$ cat config.mk
export PLATFORM = sky130hd
export DESIGN_NAME = psr_soft_reset_ctrl
export DESIGN_NICKNAME = d
export VERILOG_FILES = /design/src/psr_pkg.sv /design/src/psr_soft_reset_ctrl.sv /design/src/psr_ctrl_word.sv
export SDC_FILE = /design/constraint.sdc
export NUM_CORES = 1
export LEC_CHECK = 0
export ABC_AREA = 1
export CAP_MARGIN = 20
export CORE_MARGIN = 2
export CORE_UTILIZATION = 57
export CTS_CLUSTER_SIZE = 16
export DETAILED_ROUTE_END_ITERATION = 16
export DONT_BUFFER_PORTS = 1
export PLACE_DENSITY = 0.75
export SYNTH_ARGS = -nofsm -noshare
export SYNTH_HDL_FRONTEND = slang
export SYNTH_SLANG_ARGS = --single-unit
$ cat constraint.sdc
create_clock -name aclk -period 1.3 [get_ports aclk]
set_input_delay 0.065 -clock aclk [delete_from_list [all_inputs] [get_ports aclk]]
set_output_delay 0.065 -clock aclk [all_outputs]
set_load 0.05 [all_outputs]
$ cat src/psr_pkg.sv
// Purpose: constants for the peripheral soft reset controller
// Assumes: 32-bit register words on AXI4-Lite, byte addresses
// Notes:   capability words are inputs from the system control block
package psr_pkg;

  localparam int          PSR_ADDR_W         = 12;
  localparam int          PSR_DATA_W         = 32;

  // register byte offsets
  localparam logic [11:0] PSR_OFF_CTRL_A     = 12'h040;
  localparam logic [11:0] PSR_OFF_CTRL_B     = 12'h044;
  localparam logic [11:0] PSR_OFF_CAP_ONE    = 12'h048;
  localparam logic [11:0] PSR_OFF_CAP_TWO    = 12'h04c;

  localparam logic [31:0] PSR_RESET_VAL      = 32'h0000_0000;

  // control word a bit positions
  localparam int          PSR_A_CAN_BIT      = 24;
  localparam int          PSR_A_CONV_BIT     = 16;
  localparam int          PSR_A_WDOG_BIT     = 3;

  // control word b bit positions
  localparam int          PSR_B_CMP2_BIT     = 26;
  localparam int          PSR_B_CMP1_BIT     = 25;
  localparam int          PSR_B_CMP0_BIT     = 24;
  localparam int          PSR_B_TMR2_BIT     = 18;
  localparam int          PSR_B_TMR1_BIT     = 17;
  localparam int          PSR_B_TMR0_BIT     = 16;
  localparam int          PSR_B_TWI_BIT      = 12;
  localparam int          PSR_B_SSI_BIT      = 4;
  localparam int          PSR_B_SER1_BIT     = 1;
  localparam int          PSR_B_SER0_BIT     = 0;

  // implemented bits of each control word
  localparam logic [31:0] PSR_A_IMPL_MASK    = 32'h0101_0008;
  localparam logic [31:0] PSR_B_IMPL_MASK    = 32'h0707_1013;

  // axi responses
  localparam logic [1:0]  PSR_RESP_OKAY      = 2'b00;
  localparam logic [1:0]  PSR_RESP_SLVERR    = 2'b10;

endpackage

$ cat src/psr_soft_reset_ctrl.sv
// Purpose: soft reset control words behind an AXI4-Lite slave
// Assumes: capability words are static levels from the same clock domain
// Notes:   read data from an absent unit's bit is zero
//
// Operation
// - Writes to control word a are masked by capability word one.
// - Writes to control word b are masked by capability word two.
// - Word a has reset bits: CAN 24, converter 16, watchdog 3.
// - Word b has comparator reset bits 2,1,0 at 26,25,24.
// - Word b has timer reset bits 2,1,0 at 18,17,16.
// - Word b: two-wire reset bit 12, synchronous serial bit 4.
// - Word b: serial port 1 at bit 1, port 0 at bit 0.
// - Unassigned bits are read-only zero; software preserves them.
// - Both words clear to zero after chip reset.
//
// The AXI4-Lite slave port was left to the implementer.
`timescale 1ns/1ps
`default_nettype none
module psr_soft_reset_ctrl
  import psr_pkg::*;
(
  // clock and reset
  input  wire logic                  aclk,
  input  wire logic                  aresetn,
  // write address channel
  input  wire logic                  s_axi_awvalid,
  output logic                       s_axi_awready,
  input  wire logic [PSR_ADDR_W-1:0] s_axi_awaddr,
  input  wire logic [2:0]            s_axi_awprot,
  // write data channel
  input  wire logic                  s_axi_wvalid,
  output logic                       s_axi_wready,
  input  wire logic [31:0]           s_axi_wdata,
  input  wire logic [3:0]            s_axi_wstrb,
  // write response channel
  output logic                       s_axi_bvalid,
  input  wire logic                  s_axi_bready,
  output logic      [1:0]            s_axi_bresp,
  // read address channel
  input  wire logic                  s_axi_arvalid,
  output logic                       s_axi_arready,
  input  wire logic [PSR_ADDR_W-1:0] s_axi_araddr,
  input  wire logic [2:0]            s_axi_arprot,
  // read data channel
  output logic                       s_axi_rvalid,
  input  wire logic                  s_axi_rready,
  output logic      [31:0]           s_axi_rdata,
  output logic      [1:0]            s_axi_rresp,
  // capability words
  input  wire logic [31:0]           capability_word_one,
  input  wire logic [31:0]           capability_word_two,
  // peripheral reset requests, active high
  output logic                       ctrl_area_net_reset_bit,
  output logic                       converter_reset_bit,
  output logic                       watchdog_reset_bit,
  output logic                       comparator_two_reset_bit,
  output logic                       comparator_one_reset_bit,
  output logic                       comparator_zero_reset_bit,
  output logic                       counter_module_two_reset_bit,
  output logic                       counter_module_one_reset_bit,
  output logic                       counter_module_zero_reset_bit,
  output logic                       two_wire_reset_bit,
  output logic                       sync_serial_reset_bit,
  output logic                       serial_port_one_reset_bit,
  output logic                       serial_port_zero_reset_bit
);
  import psr_pkg::*;

  // write channel capture
  logic                  aw_held_q;
  logic [PSR_ADDR_W-1:0] aw_addr_q;
  logic                  w_held_q;
  logic [31:0]           w_data_q;
  logic [3:0]            w_strb_q;

  wire                   aw_take = s_axi_awvalid && s_axi_awready;
  wire                   w_take  = s_axi_wvalid && s_axi_wready;
  wire                   wr_fire = aw_held_q && w_held_q && !s_axi_bvalid;

  // write decode
  wire                   wr_hit_a   = (aw_addr_q == PSR_OFF_CTRL_A);
  wire                   wr_hit_b   = (aw_addr_q == PSR_OFF_CTRL_B);
  wire                   wr_hit_cap = (aw_addr_q == PSR_OFF_CAP_ONE) ||
                                      (aw_addr_q == PSR_OFF_CAP_TWO);
  wire                   wr_mapped  = wr_hit_a || wr_hit_b || wr_hit_cap;
  wire                   wr_en_a    = wr_fire && wr_hit_a;
  wire                   wr_en_b    = wr_fire && wr_hit_b;

  logic [31:0]           ctrl_a_q;
  logic [31:0]           ctrl_b_q;

  // word a masked by capability one
  psr_ctrl_word #(
    .IMPL_MASK (PSR_A_IMPL_MASK)
  ) u_ctrl_a (
    .aclk     (aclk),
    .aresetn  (aresetn),
    .wr_en    (wr_en_a),
    .wr_data  (w_data_q),
    .wr_strb  (w_strb_q),
    .cap_word (capability_word_one),
    .word_q   (ctrl_a_q)
  );

  // word b masked by capability two
  psr_ctrl_word #(
    .IMPL_MASK (PSR_B_IMPL_MASK)
  ) u_ctrl_b (
    .aclk     (aclk),
    .aresetn  (aresetn),
    .wr_en    (wr_en_b),
    .wr_data  (w_data_q),
    .wr_strb  (w_strb_q),
    .cap_word (capability_word_two),
    .word_q   (ctrl_b_q)
  );

  wire [31:0] view_a = ctrl_a_q & capability_word_one & PSR_A_IMPL_MASK;
  wire [31:0] view_b = ctrl_b_q & capability_word_two & PSR_B_IMPL_MASK;

  logic [PSR_ADDR_W-1:0] aw_word_addr;
  assign aw_word_addr = {s_axi_awaddr[PSR_ADDR_W-1:2], 2'b00};

  always_ff @(posedge aclk) begin
    if (!aresetn) begin
      aw_held_q <= 1'b0;
    end else if (aw_take) begin
      aw_held_q <= 1'b1;
    end else if (wr_fire) begin
      aw_held_q <= 1'b0;
    end
  end

  always_ff @(posedge aclk) begin
    if (!aresetn) begin
      aw_addr_q <= '0;
    end else if (aw_take) begin
      aw_addr_q <= aw_word_addr;
    end
  end

  always_ff @(posedge aclk) begin
    if (!aresetn) begin
      w_held_q <= 1'b0;
    end else if (w_take) begin
      w_held_q <= 1'b1;
    end else if (wr_fire) begin
      w_held_q <= 1'b0;
    end
  end

  always_ff @(posedge aclk) begin
    if (!aresetn) begin
      w_data_q <= '0;
      w_strb_q <= '0;
    end else if (w_take) begin
      w_data_q <= s_axi_wdata;
      w_strb_q <= s_axi_wstrb;
    end
  end

  // one write in flight: each ready only while its own channel holds nothing and no response is pending
  logic                  wr_busy;
  logic                  aw_ready_d;
  logic                  w_ready_d;
  assign wr_busy    = s_axi_bvalid || wr_fire;
  assign aw_ready_d = !aw_held_q && !aw_take && !wr_busy;
  assign w_ready_d  = !w_held_q && !w_take && !wr_busy;

  always_ff @(posedge aclk) begin
    if (!aresetn) begin
      s_axi_awready <= 1'b0;
    end else begin
      s_axi_awready <= aw_ready_d;
    end
  end

  always_ff @(posedge aclk) begin
    if (!aresetn) begin
      s_axi_wready <= 1'b0;
    end else begin
      s_axi_wready <= w_ready_d;
    end
  end

  logic [1:0]            wr_resp_code;
  logic                  b_done;
  assign wr_resp_code = wr_mapped ? PSR_RESP_OKAY : PSR_RESP_SLVERR;
  assign b_done       = s_axi_bvalid && s_axi_bready;

  always_ff @(posedge aclk) begin
    if (!aresetn) begin
      s_axi_bvalid <= 1'b0;
    end else if (wr_fire) begin
      s_axi_bvalid <= 1'b1;
    end else if (b_done) begin
      s_axi_bvalid <= 1'b0;
    end
  end

  always_ff @(posedge aclk) begin
    if (!aresetn) begin
      s_axi_bresp <= PSR_RESP_OKAY;
    end else if (wr_fire) begin
      s_axi_bresp <= wr_resp_code;
    end
  end

  // read decode
  wire [PSR_ADDR_W-1:0] rd_addr   = {s_axi_araddr[PSR_ADDR_W-1:2], 2'b00};
  wire                  rd_hit_a  = (rd_addr == PSR_OFF_CTRL_A);
  wire                  rd_hit_b  = (rd_addr == PSR_OFF_CTRL_B);
  wire                  rd_hit_c1 = (rd_addr == PSR_OFF_CAP_ONE);
  wire                  rd_hit_c2 = (rd_addr == PSR_OFF_CAP_TWO);
  wire                  rd_mapped = rd_hit_a || rd_hit_b || rd_hit_c1 || rd_hit_c2;
  wire                  ar_take   = s_axi_arvalid && s_axi_arready;
  wire [31:0]           rd_word   = rd_hit_a  ? view_a :
                                    rd_hit_b  ? view_b :
                                    rd_hit_c1 ? capability_word_one :
                                    rd_hit_c2 ? capability_word_two : 32'h0000_0000;

  // arready pulses one cycle at a time while no read data waits
  logic                  ar_ready_d;
  assign ar_ready_d = !s_axi_rvalid && !ar_take && !s_axi_arready;

  always_ff @(posedge aclk) begin
    if (!aresetn) begin
      s_axi_arready <= 1'b0;
    end else begin
      s_axi_arready <= ar_ready_d;
    end
  end

  logic [1:0]            rd_resp_code;
  logic                  r_done;
  assign rd_resp_code = rd_mapped ? PSR_RESP_OKAY : PSR_RESP_SLVERR;
  assign r_done       = s_axi_rvalid && s_axi_rready;

  always_ff @(posedge aclk) begin
    if (!aresetn) begin
      s_axi_rvalid <= 1'b0;
    end else if (ar_take) begin
      s_axi_rvalid <= 1'b1;
    end else if (r_done) begin
      s_axi_rvalid <= 1'b0;
    end
  end

  always_ff @(posedge aclk) begin
    if (!aresetn) begin
      s_axi_rdata <= 32'h0000_0000;
      s_axi_rresp <= PSR_RESP_OKAY;
    end else if (ar_take) begin
      s_axi_rdata <= rd_word;
      s_axi_rresp <= rd_resp_code;
    end
  end

  logic                  can_rst_d;
  logic                  conv_rst_d;
  logic                  wdog_rst_d;
  assign can_rst_d  = view_a[PSR_A_CAN_BIT];
  assign conv_rst_d = view_a[PSR_A_CONV_BIT];
  assign wdog_rst_d = view_a[PSR_A_WDOG_BIT];

  logic                  cmp2_rst_d;
  logic                  cmp1_rst_d;
  logic                  cmp0_rst_d;
  assign cmp2_rst_d = view_b[PSR_B_CMP2_BIT];
  assign cmp1_rst_d = view_b[PSR_B_CMP1_BIT];
  assign cmp0_rst_d = view_b[PSR_B_CMP0_BIT];

  logic                  tmr2_rst_d;
  logic                  tmr1_rst_d;
  logic                  tmr0_rst_d;
  assign tmr2_rst_d = view_b[PSR_B_TMR2_BIT];
  assign tmr1_rst_d = view_b[PSR_B_TMR1_BIT];
  assign tmr0_rst_d = view_b[PSR_B_TMR0_BIT];

  logic                  twi_rst_d;
  logic                  sync_rst_d;
  assign twi_rst_d  = view_b[PSR_B_TWI_BIT];
  assign sync_rst_d = view_b[PSR_B_SSI_BIT];

  logic                  ser1_rst_d;
  logic                  ser0_rst_d;
  assign ser1_rst_d = view_b[PSR_B_SER1_BIT];
  assign ser0_rst_d = view_b[PSR_B_SER0_BIT];

  always_ff @(posedge aclk) begin
    if (!aresetn) begin
      ctrl_area_net_reset_bit       <= 1'b0;
      converter_reset_bit           <= 1'b0;
      watchdog_reset_bit            <= 1'b0;
    end else begin
      ctrl_area_net_reset_bit       <= can_rst_d;
      converter_reset_bit           <= conv_rst_d;
      watchdog_reset_bit            <= wdog_rst_d;
    end
  end

  always_ff @(posedge aclk) begin
    if (!aresetn) begin
      comparator_two_reset_bit      <= 1'b0;
      comparator_one_reset_bit      <= 1'b0;
      comparator_zero_reset_bit     <= 1'b0;
    end else begin
      comparator_two_reset_bit      <= cmp2_rst_d;
      comparator_one_reset_bit      <= cmp1_rst_d;
      comparator_zero_reset_bit     <= cmp0_rst_d;
    end
  end

  always_ff @(posedge aclk) begin
    if (!aresetn) begin
      counter_module_two_reset_bit  <= 1'b0;
      counter_module_one_reset_bit  <= 1'b0;
      counter_module_zero_reset_bit <= 1'b0;
    end else begin
      counter_module_two_reset_bit  <= tmr2_rst_d;
      counter_module_one_reset_bit  <= tmr1_rst_d;
      counter_module_zero_reset_bit <= tmr0_rst_d;
    end
  end

  always_ff @(posedge aclk) begin
    if (!aresetn) begin
      two_wire_reset_bit            <= 1'b0;
      sync_serial_reset_bit         <= 1'b0;
    end else begin
      two_wire_reset_bit            <= twi_rst_d;
      sync_serial_reset_bit         <= sync_rst_d;
    end
  end

  always_ff @(posedge aclk) begin
    if (!aresetn) begin
      serial_port_one_reset_bit     <= 1'b0;
      serial_port_zero_reset_bit    <= 1'b0;
    end else begin
      serial_port_one_reset_bit     <= ser1_rst_d;
      serial_port_zero_reset_bit    <= ser0_rst_d;
    end
  end
endmodule
`default_nettype wire

$ cat src/psr_ctrl_word.sv
// Purpose: one masked soft reset control word
// Assumes: write strobe is a one-cycle pulse on aclk
// Notes:   bits outside impl_mask or the capability word stay zero
`timescale 1ns/1ps
`default_nettype none
module psr_ctrl_word
  import psr_pkg::*;
#(
  parameter logic [31:0] IMPL_MASK = 32'h0000_0000
) (
  // clock and reset
  input  wire logic        aclk,
  input  wire logic        aresetn,
  // write side
  input  wire logic        wr_en,
  input  wire logic [31:0] wr_data,
  input  wire logic [3:0]  wr_strb,
  input  wire logic [31:0] cap_word,
  // state
  output logic      [31:0] word_q
);
  logic [31:0] lane_mask;
  logic [31:0] write_mask;
  logic [31:0] word_d;

  assign lane_mask  = {{8{wr_strb[3]}}, {8{wr_strb[2]}}, {8{wr_strb[1]}}, {8{wr_strb[0]}}};
  assign write_mask = lane_mask & IMPL_MASK & cap_word;
  assign word_d     = wr_en ? (((word_q & ~write_mask) | (wr_data & write_mask)) & IMPL_MASK)
                            : word_q;

  always_ff @(posedge aclk) begin
    if (!aresetn) begin
      word_q <= PSR_RESET_VAL;
    end else begin
      word_q <= word_d;
    end
  end
endmodule
`default_nettype wire

==> out/metrics.yaml <==
clocking:
  clkLatencyLatePin_ns: 0.36
  htree_levels: 3
  clk_pin_slew_ns: 0.09
  cts_sinks: 92
  cts_tree: "done"
  clockBufferDepth: 2
  hold_buffers: 62
  cts_buffers: 9
  cts_root_buffer: "clkbuf_8"
synth:
  synth_top_area_share_pct: 44.3
  synth.avg_cell_area_sq_um: 6.87
  yosys.area.top_type: "dfxtp_1"
  ys_types: 28
  synthTopCellsByArea: "dfxtp_1 (44%), nand2_1 (13%), nand3_1 (9.3%)"
  synth_cells: 606
  ys_seq_area_share_pct: 44.3
  synth_warnings: 0
  synth_seq_cells: 92
  synth_area_sq_um: 4160
grt:
  busiest_layer: "met2"
  antenna_found_initial: 0
  grt_max_degree: 36
  grt_usage_pct: 32.4
  grtUsageMet2_pct: 54.2
  grt_pass1_wl_um: 19800
  overflow: 0
  met1_usage_pct: 39.9
  grt_pass1_vias: 4281
  use_met3_pct: 6.46
cells_and_area:
  drive_gt1_share_pct: 18.1
  final_util_pct: 80.1
  n_antenna_cell: 0
  area_growth_pct: 38.1
  fillers: 479
  fin_nets: 852
timing:
  maxSlewViolCount: 0
  fin_skew_ns: 0.0101
  hold_violations: 34
  fin_tns_setup_ns: -0.195
  fin_ws_ns: -0.0553
  final.period_utilization_pct: 104
  max_freq_mhz: 738
  tightest_slew_ns: 0.537
  min_period_ns: 1.36
  fin_worst_hold_slack_ns: -0.180
  setup_viol: 7
  rsz0062_at_grt: "yes"
  slew_headroom_pct: 64.2
setup_path:
  arrival_ns: 1.60
  startpoint_type: "flip-flop"
  required_ns: 1.54
  path_class: "flip-flop to flip-flop"
  cp_max_fo: 6
  crit_path_end_kind: "flip-flop"
run_status:
  violations: "negative hold slack, negative setup slack"
  status: "finished, violations left"
floorplanning:
  die_h_um: 89.4
  die_area_sq_um: 8000
  io_pins: 191
  start_util_pct: 58.0
  coreArea_sq_um: 7180
  rows: 31
  fp.dieW_um: 89.4
hold_path:
  hold_path.class: "input pin to flip-flop"
power:
  ir_drop_uv: 586
  p_seq_share_pct: 50.1
  p_sw_mw: 1.60
  power_density_nw_per_um2: 1040
  combPwrFrac_pct: 14.1
  power_leakage_nw: 2.59
  swShare_pct: 26.9
  p_clk_share_pct: 35.8
  p_int_mw: 4.36
placement:
  hpwl_um: 8070
  port_buffers: 0
  routabilityCongestion: 0.834
route:
  drc: 0
  drtIter0Drc: 454
  viasPerCell: 5.75
  drt_wl_total_um: 13900
  dr.pass1.iters: 6
  postRouteAntennaNets: 0
  vias: 4704
  routedWlPerCell_um: 17.0
flow_run:
  drv_cap: 0
synthesized netlist by cell type, drive strengths merged:
master    n
nand2   142
nor2     98
dfxtp    92
nand3    78
a21oi    50
inv      46
o21ai    31
nand4    24
buf      18
clkbuf   17
nor3      3
nor4      2
a211oi    1
a31oi     1
clkinv    1
conb      1
o211ai    1
layer usage:
| metal | wire length (um) | vias up |
|---|---|---|
| met5 | 0 | - |
| met4 | 517 | 0 |
| met3 | 1440 | 55 |
| met2 | 6690 | 301 |
| met1 | 5270 | 2153 |
| li1 | - | 2195 |
per-stage QoR:
step | hold WS [ns] | std cells | power, mW | setup WS (ns) | cell area, sq um
after floorplan | 0.161 | 607 | 3.44 | 0.0443 | 4180
after global placement | 0.168 | 731 | 3.57 | -0.147 | 4640
after detailed placement | 0.166 | 731 | 3.59 | -0.275 | 4640
after CTS | -0.194 | 809 | 5.87 | 0.000269 | 5540
after global routing | -0.183 | 818 | 6.16 | -0.112 | 5750
final | -0.180 | 818 | 5.96 | -0.0553 | 5750
critical path: stages (launching register included):
cell	delay [ns]
dfxtp_2	0.35
inv_1	0.07
nor3_4	0.26
buf_4	0.18
clkbuf_16	0.14
nand4_1	0.09
nand2_1	0.09
a21oi_2	0.06
cells in the final DEF, fill, tap and decap left out, types with 6 or more instances in the layout:
master	n
nand2_1	137
nor2_1	88
dfxtp_1	78
nand3_1	76
dlygate4sd3_1	62
buf_4	57
a21oi_1	45
inv_1	40
o21ai_0	31
nand4_1	24
dfxtp_2	13
clkbuf_8	9
nor2_4	6
inv_2	6
buf_12	6
final timing paths:
kind | depth (start not counted) | from | slack [ns] | endpoint
worst min register to register | 1 | aw_held_q$_SDFFE_PN0P_ | 0.44 | s_axi_awready$_SDFF_PN0_
worst max register to register | 7 | w_held_q$_SDFFE_PN0P_ | -0.06 | flip-flop
worst min-delay path | 2 | aresetn | -0.18 | flip-flop
worst max-delay path | 7 | w_held_q$_SDFFE_PN0P_ | -0.06 | flip-flop
what timing repair did:
item                       in CTS  in global routing
buffers inserted                0                  6
pin swaps                       0                  6
gates resized for setup         9                 36
gates cloned                    1                  3
hold endpoints to repair       86                 34
setup endpoints to repair      46                 39
area by class of cell:
class / instances / area, sq um / share of cell area, %
Sequential cell: 92 / 1860 / 32.4
Multi-Input combinational cell: 433 / 2060 / 35.9
Inverter: 47 / 180 / 3.14
Clock buffer: 9 / 124 / 2.16
Tap cell: 99 / 124 / 2.16
Timing Repair Buffer: 132 / 1300 / 22.6
Clock inverter: 6 / 93.8 / 1.63
power by group through the flow:
stage / Clock [mW] / Combinational, mW / Sequential, mW
after floorplan: 0 / 0.347 / 3.09
after global placement: 0 / 0.539 / 3.03
after detailed placement: 0 / 0.558 / 3.03
after CTS: 2.15 / 0.753 / 2.97
after global routing: 2.26 / 0.903 / 3.00
final: 2.13 / 0.838 / 2.98
kinds of logic (layout without fill, tap and decap cells):
family,count (synthesis),after routing,synth area share [%]
AO/OA/AOI/OAI,84,84,10.3
buffers and inverters,82,194,8.42
flip-flops,92,92,44.3
other,1,2,0.0901
AND/OR/NAND/NOR,347,347,37.0
Power figures use the tool's default switching activity.
